<file path="config.mk">
export PLATFORM = sky130hd
export DESIGN_NAME = peripheral_write_guard
export DESIGN_NICKNAME = d
export VERILOG_FILES = /design/src/hdl/write_guard_pkg.sv /design/src/hdl/peripheral_write_guard.sv
export SDC_FILE = /design/constraint.sdc
export NUM_CORES = 1
export LEC_CHECK = 0
export ABC_AREA = 1
export BUFFER_PORTS_ARGS = -buffer_cell sky130_fd_sc_hd__buf_4
export CAP_MARGIN = 40
export CORE_ASPECT_RATIO = 1.75
export CORE_MARGIN = 3
export CORE_UTILIZATION = 33
export CTS_CLUSTER_DIAMETER = 30
export DETAILED_ROUTE_END_ITERATION = 10
export GPL_TIMING_DRIVEN = 0
export PLACE_DENSITY_LB_ADDON = 0.3
export SLEW_MARGIN = 10
export SYNTH_ARGS = -nofsm -noshare
export SYNTH_HDL_FRONTEND = slang
export SYNTH_SLANG_ARGS = --single-unit
export TNS_END_PERCENT = 5
</file>
<file path="constraint.sdc">
create_clock -name mclk -period 1.3 [get_ports mclk]
set_input_delay 0.195 -clock mclk [delete_from_list [all_inputs] [get_ports mclk]]
set_output_delay 0.195 -clock mclk [all_outputs]
set_load 0.05 [all_outputs]
</file>
<file path="src/hdl/write_guard_pkg.sv">
// Constants, register map and bus carriers of the peripheral write guard
package write_guard_pkg;

	// ----------------------------------------------------------------
	// Bus widths
	// ----------------------------------------------------------------
	localparam int ADDR_W = 8;
	localparam int DATA_W = 32;
	localparam int STRB_W = DATA_W / 8;

	// ----------------------------------------------------------------
	// Register offsets (both names alias one protection vector)
	// ----------------------------------------------------------------
	localparam logic [ADDR_W-1:0] PROTECT_CLEAR_OFS = 8'h00;
	localparam logic [ADDR_W-1:0] PROTECT_SET_OFS   = 8'h04;

	// ----------------------------------------------------------------
	// Slot positions, group A
	// ----------------------------------------------------------------
	localparam int EXT_IRQ_CTRL_SLOT = 6;
	localparam int CALENDAR_SLOT     = 5;
	localparam int WATCHDOG_SLOT     = 4;
	localparam int GEN_CLOCK_SLOT    = 3;
	localparam int SYSTEM_CTRL_SLOT  = 2;
	localparam int POWER_MGR_SLOT    = 1;

	// ----------------------------------------------------------------
	// Slot positions, group B
	// ----------------------------------------------------------------
	localparam int TRACE_BUFFER_SLOT = 6;
	localparam int IO_PORT_SLOT      = 3;
	localparam int NV_MEMORY_SLOT    = 2;
	localparam int SERVICE_UNIT_SLOT = 1;

	// ----------------------------------------------------------------
	// Implemented bits and reset values
	// ----------------------------------------------------------------
	localparam logic [DATA_W-1:0] GROUP_A_VALID = 32'h0000_007E;
	localparam logic [DATA_W-1:0] GROUP_A_RESET = 32'h0000_0000;
	localparam logic [DATA_W-1:0] GROUP_B_VALID = 32'h0000_004E;
	localparam logic [DATA_W-1:0] GROUP_B_RESET = 32'h0000_0002;
	localparam logic [DATA_W-1:0] ZERO_WORD     = 32'h0000_0000;

	// ----------------------------------------------------------------
	// Peripheral bus carriers
	// ----------------------------------------------------------------
	typedef struct packed {
		logic              psel;
		logic              penable;
		logic              pwrite;
		logic [ADDR_W-1:0] paddr;
		logic [DATA_W-1:0] pwdata;
		logic [STRB_W-1:0] pstrb;
	} bus_req_s;

	typedef struct packed {
		logic [DATA_W-1:0] prdata;
		logic              pready;
		logic              pslverr;
	} bus_rsp_s;

endpackage : write_guard_pkg

</file>
<file path="src/hdl/peripheral_write_guard.sv">
// Peripheral write guard: protection bits with clear/set aliases and write blocking
`timescale 1ns/100ps

// Summary of operation
// Byte, halfword and word accesses each complete as one indivisible bus transfer.
// Each byte lane of a protection register can be written alone, touching only that lane.
// A zero written to any position of the clear or set register leaves that bit unchanged.
// A one written to the clear register resets that protection bit to 0 (unprotected).
// Group A holds slots at bits 6 (irq ctrl), 5 (calendar), 4 (watchdog), 3 (clock), 2 (system), 1 (power).
// Group B holds slots at bits 6 (trace buffer), 3 (io port), 2 (nv memory), 1 (service unit).
// Group B resets to 0x000002, so only the service unit starts protected.
// Unused positions read as zero and ignore writes in both registers.
// A one written to the set register sets that protection bit, seen through both aliases.
// The clear and set registers read back the identical protection vector.
// A peripheral write to a protected slot is blocked and answered with an access error.
// Protecting a protected slot or unprotecting an unprotected slot gives an access error.
module peripheral_write_guard #(
	parameter bit GROUP_B = 1'b0
) (
	input  wire logic                             mclk,
	input  wire logic                             rst_n,
	input  wire write_guard_pkg::bus_req_s        bus_req,
	output      write_guard_pkg::bus_rsp_s        bus_rsp,
	input  wire logic [write_guard_pkg::DATA_W-1:0] periph_wr_req,
	output      logic [write_guard_pkg::DATA_W-1:0] periph_wr_err,
	output      logic [write_guard_pkg::DATA_W-1:0] protect_vec
);

	// ----------------------------------------------------------------
	// Group selection
	// ----------------------------------------------------------------
	localparam logic [write_guard_pkg::DATA_W-1:0] VALID_MASK =
		GROUP_B ? write_guard_pkg::GROUP_B_VALID : write_guard_pkg::GROUP_A_VALID;
	localparam logic [write_guard_pkg::DATA_W-1:0] RESET_VAL =
		GROUP_B ? write_guard_pkg::GROUP_B_RESET : write_guard_pkg::GROUP_A_RESET;

	logic [write_guard_pkg::DATA_W-1:0] protect_reg;
	logic [write_guard_pkg::DATA_W-1:0] protect_next;
	logic [write_guard_pkg::DATA_W-1:0] rdata_reg;
	logic [write_guard_pkg::DATA_W-1:0] rdata_next;

	// ----------------------------------------------------------------
	// Address decode
	// ----------------------------------------------------------------
	wire logic access_phase = bus_req.psel & bus_req.penable;
	wire logic setup_read   = bus_req.psel & ~bus_req.penable & ~bus_req.pwrite;
	wire logic hit_clear    = (bus_req.paddr == write_guard_pkg::PROTECT_CLEAR_OFS);
	wire logic hit_set      = (bus_req.paddr == write_guard_pkg::PROTECT_SET_OFS);
	wire logic mapped       = hit_clear | hit_set;
	wire logic do_write     = access_phase & bus_req.pwrite;

	// ----------------------------------------------------------------
	// Byte lane mask
	// ----------------------------------------------------------------
	logic [write_guard_pkg::DATA_W-1:0] lane_mask;

	// Reads ignore strobes; only writes are gated per lane
	localparam int LANE_W = write_guard_pkg::DATA_W / write_guard_pkg::STRB_W;
	genvar lane;
	generate
		for (lane = 0; lane < write_guard_pkg::STRB_W; lane++) begin : g_lane
			assign lane_mask[lane*LANE_W +: LANE_W] = {LANE_W{bus_req.pstrb[lane]}};
		end
	endgenerate

	// Unused bits masked off before any effect
	wire logic [write_guard_pkg::DATA_W-1:0] write_ones = bus_req.pwdata & lane_mask & VALID_MASK;
	wire logic [write_guard_pkg::DATA_W-1:0] clear_ones =
		(do_write & hit_clear) ? write_ones : write_guard_pkg::ZERO_WORD;
	wire logic [write_guard_pkg::DATA_W-1:0] set_ones =
		(do_write & hit_set) ? write_ones : write_guard_pkg::ZERO_WORD;

	// Double protect or double unprotect is a program-flow fault
	wire logic double_fault = (|(clear_ones & ~protect_reg)) | (|(set_ones & protect_reg));

	// ----------------------------------------------------------------
	// Next state
	// ----------------------------------------------------------------
	assign protect_next = (protect_reg & ~clear_ones) | set_ones;
	// Read data captured in setup so the access phase needs no wait state
	assign rdata_next   = setup_read ? (mapped ? protect_reg : write_guard_pkg::ZERO_WORD) : rdata_reg;

	always_ff @(posedge mclk or negedge rst_n) begin
		if (!rst_n) begin
			protect_reg <= RESET_VAL;
			rdata_reg   <= write_guard_pkg::ZERO_WORD;
		end else begin
			protect_reg <= protect_next;
			rdata_reg   <= rdata_next;
		end
	end

	// ----------------------------------------------------------------
	// Outputs
	// ----------------------------------------------------------------
	// Zero wait: every access completes in its own access cycle
	wire logic ready_now = 1'b1;
	// Unmapped offsets err as well, so a stray pointer is caught, not ignored
	wire logic err_now   = access_phase & (~mapped | (bus_req.pwrite & double_fault));
	assign bus_rsp       = '{prdata: rdata_reg, pready: ready_now, pslverr: err_now};
	assign protect_vec   = protect_reg;

	// ----------------------------------------------------------------
	// Peripheral guard
	// ----------------------------------------------------------------
	// Answers in the same cycle; a set write lands only at the edge that ends it
	assign periph_wr_err = periph_wr_req & protect_reg;

	// ----------------------------------------------------------------
	// Reset tracking for the assertions
	// ----------------------------------------------------------------
	logic first_cycle_reg;
	always_ff @(posedge mclk or negedge rst_n) begin
		if (!rst_n) begin
			first_cycle_reg <= 1'b1;
		end else begin
			first_cycle_reg <= 1'b0;
		end
	end
endmodule : peripheral_write_guard

</file>
# Yosys cells after proc, flatten, opt, wreduce, memory -nomap -nowiden

Index checks and enable logic that the tools add are counted.

Flip-flop bits (word level): 64
Input bits: 81
Output and inout bits: 98

Eq/ne operators: 1
Multiplexer cells: 3
Bitwise operators: 22
Reduce and logical (&&, ||, !) cells: 3

Operators with widths:

| cell                 | number |
|---|---|
| $and A32 B32 Y32     | 2 |
| $and A7 B32 Y32      | 2 |
| $reduce_or A32 Y1    | 2 |
| $mux W32             | 1 |
| $not A32 Y32         | 1 |
| $not A7 Y32          | 1 |
| $or A32 B7 Y32       | 1 |
| $mux W7              | 2 |
| $and A1 B1 Y1        | 8 |
| $eq A8 B3 Y1 const B | 1 |
| $logic_not A8 Y1     | 1 |
| $and A7 B7 Y7        | 1 |
| $not A1 Y1           | 3 |
| $or A1 B1 Y1         | 3 |

# Logic depth before layout (Yosys ltp)

Gate-level depths: netlist of the first run.

Depth in word-level cells: 10
Gate-level depth with buffers: 9

# Worst setup path after synthesis of the first run

No wires, ideal clock.

Path kind: flip-flop to output port
From: register protect_reg, in the netlist protect_vec[3]
To: output port bus_rsp[0] in the netlist's numbering
Arrival time: 1.291 ns
Data required time: 1.105 ns
Setup slack: -0.186 ns
Stages on the path, launching flop included: 7
Buffers on the path: 1
Cell sequence: dfrtp_1 -> inv_1 -> nand4_1 -> nand2_1 -> nor2_1 -> nand4_1 -> buf_4

Longest elaborated chain between the ends: 7

Ends and longest elaborated chain:

| element                | RTL line                     | RTL |
|---|---|---|
| from (decl)            | peripheral_write_guard.sv:37 | `logic [write_guard_pkg::DATA_W-1:0] protect_reg;` |
| from (signal assigned) | peripheral_write_guard.sv:88 | `protect_reg <= protect_next;` |
| $not A32 Y32           | peripheral_write_guard.sv:74 | `wire logic double_fault = (\|(clear_ones & ~protect_reg)) \| (\|(set_ones & protect_reg));` |
| $and A7 B32 Y32        | peripheral_write_guard.sv:74 |  |
| $reduce_or A32 Y1      | peripheral_write_guard.sv:74 |  |
| $or A1 B1 Y1 *         | peripheral_write_guard.sv:74 |  |
| $and A1 B1 Y1 *        | peripheral_write_guard.sv:99 | `wire logic err_now = access_phase & (~mapped \| (bus_req.pwrite & double_fault));` |
| $or A1 B1 Y1 *         | peripheral_write_guard.sv:99 |  |
| $and A1 B1 Y1 *        | peripheral_write_guard.sv:99 |  |
| to (decl)              | peripheral_write_guard.sv:23 | `output write_guard_pkg::bus_rsp_s bus_rsp,` |

Mark *: on every way between the ends. The rest lies on a longest branch, timed or not.

# Worst setup path after layout of the first run

From: register protect_reg, in the netlist protect_vec[4]
To: output port bus_rsp[0] in the netlist's numbering

The elaborated chain is that of the path after synthesis.

==> impl_results.rst, run 1 <==
.. list-table::
   :header-rows: 1

   * - Metric
     - Value
   * - TritonCTS Sinks
     - 12
   * - Layer with the highest usage
     - met2
   * - Post-route cell area
     - 2390 um^2
   * - Final setup violation count
     - 1
   * - Diode insertion count for antenna repair
     - 0
   * - Clock root buffer
     - sky130_fd_sc_hd__clkbuf_8
   * - Worst voltage drop across the vdd grid
     - 0.383 mV
   * - Layout overhead on the synthesized area
     - 62.1%
   * - Per-cell via count in the routed design
     - 3.69
   * - Row Count
     - 31
   * - H-tree Lvls
     - 1
   * - Die W
     - 56.5 um
   * - Most repeated library cell on the critical path
     - sky130_fd_sc_hd__nand4_1
   * - Remaining Overflow, GRT
     - 0
   * - Min Tclk post-route
     - 1470 ps
   * - TritonCTS clock tree
     - done
   * - Die boundary height
     - 94.4 um
   * - Top delay family on crit path
     - flip-flops
   * - Routability cong.
     - 0.851
   * - CP Launch Type
     - flip-flop
   * - Die Outline Area
     - 5340 um^2
   * - First DRT Iteration DRCs
     - 17
   * - Fraction of layout instances using a drive strength above 1
     - 0.514
   * - # Max-Cap Violations
     - 0
   * - Global-route track usage on met3
     - 0.0465
   * - Number of global-route vias before repair
     - 1288
   * - Synth Register Bits
     - 12
   * - Origin of the worst min-delay path
     - bus_req[9]
   * - Area of the mapped netlist
     - 1480 um^2
   * - GR Layer Usage met1
     - 0.118
   * - Worst Hold Class
     - input pin to flip-flop
   * - Placed Area
     - 2170 um^2
   * - Final setup skew
     - 0.380 ps
   * - Leakage dissipation
     - 1.52 nW
   * - Max Fanout on Critical Path
     - 5
   * - Yosys warning count
     - 0
   * - Post-route worst setup slack
     - -174 ps
   * - GRT Resource Usage Total
     - 0.125
   * - Longest Clk Path Bufs
     - 2
   * - CTS Buf Count
     - 3
   * - Required @ worst endpoint
     - 1110 ps
   * - Slowest CP cell
     - sky130_fd_sc_hd__dfrtp_2
   * - Reg-to-reg critical path startpoint
     - protect_vec[3]
   * - Sequential-to-total area share from yosys stat
     - 0.204
   * - Starting Density
     - 0.349
   * - Power density over cell area
     - 668 nW/um^2
   * - Startpoint of the worst setup timing path
     - protect_vec[4]
   * - Post-route ant nets
     - 0
   * - Post-synth cell types
     - 23
   * - Count of pins on the block boundary
     - 179
   * - Count of vias placed by the detailed router
     - 1401
   * - Delay of the slowest cell on the worst path
     - 430 ps
   * - Largest net degree at the start of global routing
     - 13
   * - Failing checks
     - setup timing
   * - PnR Total Power
     - 1.60 mW
   * - Critical path cell sequence
     - nand4_1 > nand2_1 > nor2_2 > nand4_1 > buf_8
   * - Count of buffering cells on the critical path with inverters included
     - 1
   * - CP endpoint kind
     - output port
   * - Core ar.
     - 4230 um^2
   * - Post-synthesis instance total
     - 195
   * - Global-route wire length before repair
     - 5.31 mm
   * - Average wire per standard cell
     - 9.08 um
   * - Crit Path Category
     - flip-flop to output port
   * - Initial antenna violation count
     - 0
   * - Clk pin slew, worst setup/hold paths
     - 50 ps
   * - Post-synthesis area per instance
     - 7.56 um^2
   * - Drt first pass iters
     - 4
   * - Insertion delay of the later-clocked pin in the worst-skew pair
     - 230 ps
   * - DPL Wire Length
     - 2.81 mm
   * - Drt drc
     - 0
   * - Met2 global-route usage
     - 0.229
   * - Worst path arrival time
     - 1280 ps
   * - Post-route clock period utilization
     - 1.13
   * - Layout Nets
     - 414
   * - Number of buffer cells added on primary ports
     - 44
   * - Outcome
     - finished, violations left
   * - Setup repair after global routing missed its margin
     - yes
   * - Highest attainable clock frequency
     - 678 MHz
   * - Final hold viol count
     - 0
   * - Aggregate routed wire length
     - 3.45 mm
   * - Final slew viol count
     - 0
[final timing paths]
path	cells after the start	endpoint	slack [ps]
worst max-delay path	5	bus_rsp[0]	-170
worst min-delay path	4	protect_vec[5]	300
worst max register to register	3	protect_vec[3]	500
worst min register to register	2	rdata_reg[5]	490
max in group asynchronous	2	protect_vec[6]	780
min in group asynchronous	2	rdata_reg[5]	340
[power by group]
part	leakage, nW	total [mW]	switching, mW	internal, mW
sequential	0.158	0.377	0.00154	0.376
clock	0.0216	0.338	0.134	0.204
combinational	1.34	0.883	0.629	0.254
[routing by layer]
metal / wire length [um] / part of all wire / vias to the layer above
met4: 85 / 0.025 / 0
met2: 1750 / 0.51 / 103
li1: - / - / 729
met5: 0 / 0 / -
met3: 487 / 0.14 / 12
met1: 1130 / 0.33 / 557
[area by class of cell]
class | count | area, um^2
Tap cell | 49 | 61.3
Clock buffer | 3 | 41.3
Multi-Input combinational cell | 161 | 851
Fill cell | 403 | 1840
Inverter | 19 | 75.1
Timing Repair Buffer | 55 | 445
Buffer | 81 | 609
Sequential cell | 12 | 308
[placed cells by master (no fill, tap or decap), drive strengths merged]
cell type / instances
a32o: 1
dfrtp: 12
buf: 135
nand3b: 1
nand2: 38
o31ai: 5
nand4: 12
inv: 18
o21ai: 8
nor2: 14
clkbuf: 3
nor4: 1
nand3: 2
dlygate4sd3: 1
clkinvlp: 1
conb: 79
[per-stage QoR]
step           instances  utilization  hold slack [ps]  TNS [ps]  setup WS (ps)
4_1_cts              374        0.552              296      -191           -191
5_1_grt              380        0.566              329      -257           -251
3_3_place_gp         365        0.513             45.5      -332           -332
2_1_floorplan        272            -             -101         0           6.55
3_5_place_dp         365        0.513             46.5      -340           -340
6_report             380        0.566              299      -174           -174
[cells by family (layout without fill, tap and decap cells)]
logic type / count (synthesis) / in the layout / share of synthesized area
buf+inv: 101 / 158 / 0.466
simple gates: 66 / 68 / 0.255
compound gates: 14 / 14 / 0.0695
flops: 12 / 12 / 0.204
other cells: 2 / 79 / 0.00509
[repair_timing]
item | in CTS | in global routing
resized for setup | 17 | 6
setup endpoints to repair | 1 | 1
pin swaps | 11 | 4
hold buffers | 1 | 0
hold endpoints to repair | 12 | 0
cloned | 2 | 1
setup buffers | 4 | 5
[synth_stat cells]
master | count | area, um^2
sky130_fd_sc_hd__a32o_1 | 1 | 10.0
sky130_fd_sc_hd__buf_2 | 1 | 5.00
sky130_fd_sc_hd__buf_4 | 80 | 601
sky130_fd_sc_hd__buf_6 | 1 | 11.3
sky130_fd_sc_hd__conb_1 | 2 | 7.51
sky130_fd_sc_hd__dfrtp_1 | 12 | 300
sky130_fd_sc_hd__inv_1 | 19 | 71.3
sky130_fd_sc_hd__nand2_1 | 34 | 128
sky130_fd_sc_hd__nand2_2 | 3 | 18.8
sky130_fd_sc_hd__nand2_4 | 1 | 11.3
sky130_fd_sc_hd__nand3_1 | 1 | 5.00
sky130_fd_sc_hd__nand3_2 | 1 | 10.0
sky130_fd_sc_hd__nand3b_1 | 1 | 7.51
sky130_fd_sc_hd__nand4_1 | 12 | 75.1
sky130_fd_sc_hd__nor2_1 | 5 | 18.8
sky130_fd_sc_hd__nor2_2 | 3 | 18.8
sky130_fd_sc_hd__nor2_4 | 2 | 22.5
sky130_fd_sc_hd__nor2_8 | 2 | 40.0
sky130_fd_sc_hd__nor4_4 | 1 | 21.3
sky130_fd_sc_hd__o21ai_0 | 7 | 35.0
sky130_fd_sc_hd__o21ai_1 | 1 | 5.00
sky130_fd_sc_hd__o31ai_1 | 2 | 15.0
sky130_fd_sc_hd__o31ai_2 | 3 | 37.5
[worst reg2reg max path: cells and delay by family (launching register included)]
kind	cells	cell delay, ps
AOI/OAI and AO/OA	1	60
buffers and inverters	1	150
and+or+nand+nor	1	60
DFF	1	420
Note: power is estimated with default switching activity, not from simulation.
==> run 2, diff against run 1 <==
PLACE_DENSITY = 0.81   (was not set)
PLACE_DENSITY_LB_ADDON = not set   (was 0.3)
==> impl_results.rst, run 2 (synthesis gave the netlist of run 1 again) <==
.. list-table::
   :header-rows: 1

   * - Metric
     - Value
   * - CTS Buf Count
     - 3
   * - Clk pin slew, worst setup/hold paths
     - 50 ps
   * - Die boundary height
     - 94.4 um
   * - Routability cong.
     - 0.810
   * - Core ar.
     - 4230 um^2
   * - Clock root buffer
     - sky130_fd_sc_hd__clkbuf_8
   * - Routed wl met3
     - 484 um
   * - Worst voltage drop across the vdd grid
     - 0.494 mV
   * - Leakage dissipation
     - 1.53 nW
   * - Per-cell via count in the routed design
     - 3.66
   * - Min Tclk post-route
     - 1500 ps
   * - Worst Hold Path Cells
     - 5
   * - Highest metal used
     - met4
   * - Max Fanout on Critical Path
     - 4
   * - Reg-to-reg critical path startpoint
     - protect_vec[3]
   * - Worst hold slack
     - 300 ps
   * - Slowest CP cell
     - sky130_fd_sc_hd__nor2_8
   * - First DRT Iteration DRCs
     - 11
   * - Reg2reg end
     - protect_vec[3]
   * - Drt drc
     - 0
   * - Failing checks
     - setup timing
   * - Layout overhead on the synthesized area
     - 61.4%
   * - Number of buffer cells added on primary ports
     - 44
   * - Crit Path Category
     - input pin to output port
   * - Final-layout setup total negative slack
     - -203 ps
   * - Delay of the slowest cell on the worst path
     - 160 ps
   * - Internal reg-to-reg setup slack
     - 480 ps
   * - Commonest cells after routing, fill and taps aside
     - 125 x sky130_fd_sc_hd__buf_4, 79 x sky130_fd_sc_hd__conb_1, 33 x sky130_fd_sc_hd__nand2_1, 17 x sky130_fd_sc_hd__inv_1, 12 x sky130_fd_sc_hd__nand4_1
   * - Post-route worst setup slack
     - -203 ps
   * - Final setup skew
     - 1.84 ps
   * - Worst Hold Class
     - input pin to flip-flop
   * - Initial antenna violation count
     - 0
   * - Highest attainable clock frequency
     - 665 MHz
   * - CP Launch Type
     - input pin
   * - Detailed-routing wirelength on met1
     - 1.14 mm
   * - H-tree Lvls
     - 1
   * - PnR Total Power
     - 1.59 mW
   * - Worst path arrival time
     - 1310 ps
   * - Post-route ant nets
     - 0
   * - Top delay family on crit path
     - simple AND/OR/NAND/NOR gates
   * - Layout Nets
     - 414
   * - Count of vias placed by the detailed router
     - 1391
   * - Final setup violation count
     - 1
   * - Setup repair after global routing missed its margin
     - yes
   * - Critical path cell sequence
     - buf_6 > nor2_4 > nand2_4 > nor2_8 > buf_12 > nand4_1 > nand2_1 > nor2_1 > nand4_1 > buf_8
   * - Number of cells in the design after placement
     - 365
   * - Endpoint of the worst hold-timing path
     - protect_vec[5]
   * - # Max-Cap Violations
     - 0
   * - Fillers
     - 391
   * - Die Outline Area
     - 5340 um^2
   * - Origin of the worst min-delay path
     - bus_req[9]
   * - Post-route clock period utilization
     - 1.16
   * - Reg2reg path depth
     - 3
   * - Required @ worst endpoint
     - 1110 ps
   * - Aggregate routed wire length
     - 3.52 mm
   * - Longest Clk Path Bufs
     - 2
   * - Diode insertion count for antenna repair
     - 0
   * - Average wire per standard cell
     - 9.26 um
   * - Routed length on met2
     - 1.86 mm
   * - Row Count
     - 31
   * - TritonCTS Sinks
     - 12
   * - Largest net degree at the start of global routing
     - 13
   * - Most repeated library cell on the critical path
     - sky130_fd_sc_hd__nand4_1
   * - TritonCTS clock tree
     - done
   * - Remaining Overflow, GRT
     - 0
   * - Count of non-filler cells in the finished layout
     - 380
   * - DPL Wire Length
     - 2.87 mm
   * - Drt first pass iters
     - 4
   * - Count of pins on the block boundary
     - 179
   * - Global-route wire length before repair
     - 5.46 mm
   * - Die W
     - 56.5 um
   * - Starting Density
     - 0.349
   * - Fraction of layout instances using a drive strength above 1
     - 0.505
   * - Number of global-route vias before repair
     - 1326
   * - Power density over cell area
     - 666 nW/um^2
   * - GRT Resource Usage Total
     - 0.127
   * - Count of buffering cells on the critical path with inverters included
     - 3
   * - Outcome
     - finished, violations left
   * - Insertion delay of the later-clocked pin in the worst-skew pair
     - 240 ps
   * - Final slew viol count
     - 0
   * - CP endpoint kind
     - output port
   * - Post-Route Utilization
     - 0.563
   * - Final hold viol count
     - 0
   * - Most common cell after layout, fill and taps aside
     - sky130_fd_sc_hd__buf_4
## run 2: changes by cell type in the layout (fill, tap and decap cells not counted), sizes merged
| cell | previous run | this run |
|---|---|---|
| buf | 135 | 137 |
| nor2 | 14 | 12 |
## run 2: per-layer routing
layer  GRT usage  up-vias
li1            -      729
met1       0.127      563
met2       0.234       95
met3      0.0383        4
met4      0.0574        0
met5           0        -
## run 2: through the flow
stage	cell area, um^2	setup slack [ps]
4_1_cts	2330	-185
3_3_place_gp	2170	-300
3_5_place_dp	2170	-315
2_1_floorplan	1780	6.55
6_report	2380	-203
5_1_grt	2380	-276
## run 2: final cells by class
cell class	instances	area, um^2	share of cell area
plain buffers	81	609	0.256
clock buffers	3	41.3	0.0173
inverters	19	75.1	0.0315
multi-input cells	159	806	0.338
flip-flops and latches	12	308	0.129
well taps	49	61.3	0.0257
repair buffers	57	480	0.202
## run 2: power by group
group	switching (mW)	internal (mW)
Sequential	0.00182	0.376
Combinational	0.623	0.252
Clock	0.130	0.204
## run 2: worst max-delay path by stage
stage | start | end | cells after the start
2_1_floorplan | protect_vec[2] | bus_rsp[0] | 6
3_3_place_gp | bus_req[43] | bus_rsp[0] | 10
3_5_place_dp | bus_req[43] | bus_rsp[0] | 10
4_1_cts | bus_req[36] | bus_rsp[0] | 10
5_1_grt | protect_vec[2] | bus_rsp[0] | 6
6_report | bus_req[40] | bus_rsp[0] | 10
## run 2: worst reg2reg max path, cell delays in order, from the launching register on
cell and delay, ps:
sky130_fd_sc_hd__dfrtp_2 420, sky130_fd_sc_hd__buf_4 150, sky130_fd_sc_hd__o21ai_0 60, sky130_fd_sc_hd__nand2_1 70
## run 2: timing repair
action                                  CTS  global route
endpoints found under the setup margin    1             3
hold buffers                              1             0
resized for setup                        14             6
buffers inserted                          8             4
pin swaps                                 8             9
endpoints found under the hold margin    12             0
==> run 3, diff against run 2 <==
CORE_ASPECT_RATIO = not set   (was 1.75)
==> impl_results.rst, run 3 (synthesis gave the netlist of run 1 again) <==
.. list-table::
   :header-rows: 1

   * - Metric
     - Value
   * - H-tree Lvls
     - 1
   * - Starting Density
     - 0.356
   * - Worst Hold Class
     - input pin to flip-flop
   * - TritonCTS Sinks
     - 12
   * - Initial antenna violation count
     - 0
   * - Diode insertion count for antenna repair
     - 0
   * - # Max-Cap Violations
     - 0
   * - Leakage dissipation
     - 1.60 nW
   * - Layout overhead on the synthesized area
     - 69.8%
   * - CP endpoint kind
     - output port
   * - Global-route wire length before repair
     - 5.54 mm
   * - Number of buffer cells added on primary ports
     - 44
   * - Fraction of layout instances using a drive strength above 1
     - 0.534
   * - Die W
     - 72.9 um
   * - Failing checks
     - setup timing
   * - First DRT Iteration DRCs
     - 55
   * - Post-route clock period utilization
     - 1.20
   * - Startpoint of the worst setup timing path
     - bus_req[43]
   * - CTS Buf Count
     - 3
   * - Count of vias placed by the detailed router
     - 1440
   * - Average wire per standard cell
     - 9.60 um
   * - Most common cell after layout, fill and taps aside
     - sky130_fd_sc_hd__buf_4
   * - Core ar.
     - 4140 um^2
   * - Commonest cells after routing, fill and taps aside
     - 126 x sky130_fd_sc_hd__buf_4, 79 x sky130_fd_sc_hd__conb_1, 32 x sky130_fd_sc_hd__nand2_1, 17 x sky130_fd_sc_hd__buf_6, 14 x sky130_fd_sc_hd__inv_1
   * - DPL Wire Length
     - 2.85 mm
   * - GRT Resource Usage Total
     - 0.134
   * - Max Fanout on Critical Path
     - 5
   * - Final setup skew
     - 5.36 ps
   * - Required @ worst endpoint
     - 1110 ps
   * - Crit Path Category
     - input pin to output port
   * - Worst hold slack
     - 287 ps
   * - Post-Route Utilization
     - 0.604
   * - CP Launch Type
     - input pin
   * - Die boundary height
     - 72.9 um
   * - Final hold viol count
     - 0
   * - Fillers
     - 337
   * - Remaining Overflow, GRT
     - 0
   * - Post-route worst setup slack
     - -254 ps
   * - Worst voltage drop across the vdd grid
     - 0.368 mV
   * - Min Tclk post-route
     - 1550 ps
   * - Register area
     - 308 um^2
   * - Largest net degree at the start of global routing
     - 13
   * - Layout Nets
     - 423
   * - Insertion delay of the later-clocked pin in the worst-skew pair
     - 250 ps
   * - Die Outline Area
     - 5310 um^2
   * - Multi-input gate area
     - 821 um^2
   * - Setup slack after placement
     - -319 ps
   * - Power density over cell area
     - 670 nW/um^2
   * - Setup repair after global routing missed its margin
     - yes
   * - PnR Total Power
     - 1.68 mW
   * - Per-cell via count in the routed design
     - 3.68
   * - Drt first pass iters
     - 4
   * - Number of global-route vias before repair
     - 1298
   * - Clock root buffer
     - sky130_fd_sc_hd__clkbuf_8
   * - Count of pins on the block boundary
     - 179
   * - Clk pin slew, worst setup/hold paths
     - 60 ps
   * - Reg-to-reg critical path startpoint
     - protect_vec[4]
   * - Row Count
     - 23
   * - Highest attainable clock frequency
     - 644 MHz
   * - TritonCTS clock tree
     - done
   * - Outcome
     - finished, violations left
   * - Origin of the worst min-delay path
     - bus_req[9]
   * - Worst path arrival time
     - 1360 ps
   * - Drt drc
     - 0
   * - Longest Clk Path Bufs
     - 2
   * - Final setup violation count
     - 3
   * - Final-layout setup total negative slack
     - -455 ps
   * - Routability cong.
     - 0.846
   * - Post-route ant nets
     - 0
   * - Final slew viol count
     - 0
   * - Aggregate routed wire length
     - 3.75 mm
-- run 3: timing repair --
action / 4_1_cts / 5_1_grt
hold endpoints to repair: 12 / 0
resized for setup: 19 / 17
setup buffers: 18 / 3
hold buffers: 1 / 0
endpoints found under the setup margin: 1 / 5
gates cloned: 0 / 0
pin swaps: 13 / 11
-- run 3: per-layer routing --
metal | part of all wire | GRT usage | wire [um]
met4 | 0.016 | 0.0738 | 59
met2 | 0.53 | 0.246 | 1980
met1 | 0.33 | 0.141 | 1250
met5 | 0 | 0 | 0
met3 | 0.13 | 0.0275 | 470
-- run 3: path summary, 6_finish.rpt --
| kind | end | slack, ps | depth (start not counted) |
|---|---|---|---|
| max | bus_rsp[0] | -250 | 10 |
| min | protect_vec[5] | 290 | 4 |
| max reg2reg | rdata_reg[4] | 380 | 4 |
| min reg2reg | rdata_reg[3] | 490 | 2 |
| max in group asynchronous | protect_vec[2] | 810 | 2 |
| min in group asynchronous | rdata_reg[3] | 320 | 2 |
-- run 3: cell type report --
| cell class | count | share of cell area |
|---|---|---|
| multi-input combinational | 159 | 0.328 |
| clock buffer | 4 | 0.0220 |
| inverter | 19 | 0.0285 |
| timing repair buffer | 66 | 0.231 |
| tap | 50 | 0.0250 |
| sequential | 12 | 0.123 |
| buffer | 81 | 0.243 |
-- run 3: report_power, final --
group | internal, mW | switching (mW) | total [mW]
logic | 0.253 | 0.625 | 0.878
registers | 0.375 | 0.00146 | 0.377
clock network | 0.268 | 0.155 | 0.423
-- run 3: per-stage QoR --
stage	cell area, um^2	std cells
detailed placement	2170	366
CTS	2430	388
floorplan	1780	272
finish	2500	391
global placement	2170	366
global route	2500	391
-- run 3: worst max-delay path: stages --
cell and delay, ps:
sky130_fd_sc_hd__buf_6 90, sky130_fd_sc_hd__nor2_4 110, sky130_fd_sc_hd__nand2_4 100, sky130_fd_sc_hd__nor2_8 140
sky130_fd_sc_hd__buf_12 120, sky130_fd_sc_hd__nand4_1 140, sky130_fd_sc_hd__nand2_1 120, sky130_fd_sc_hd__nor2_2 50
sky130_fd_sc_hd__nand4_1 110, sky130_fd_sc_hd__buf_8 160
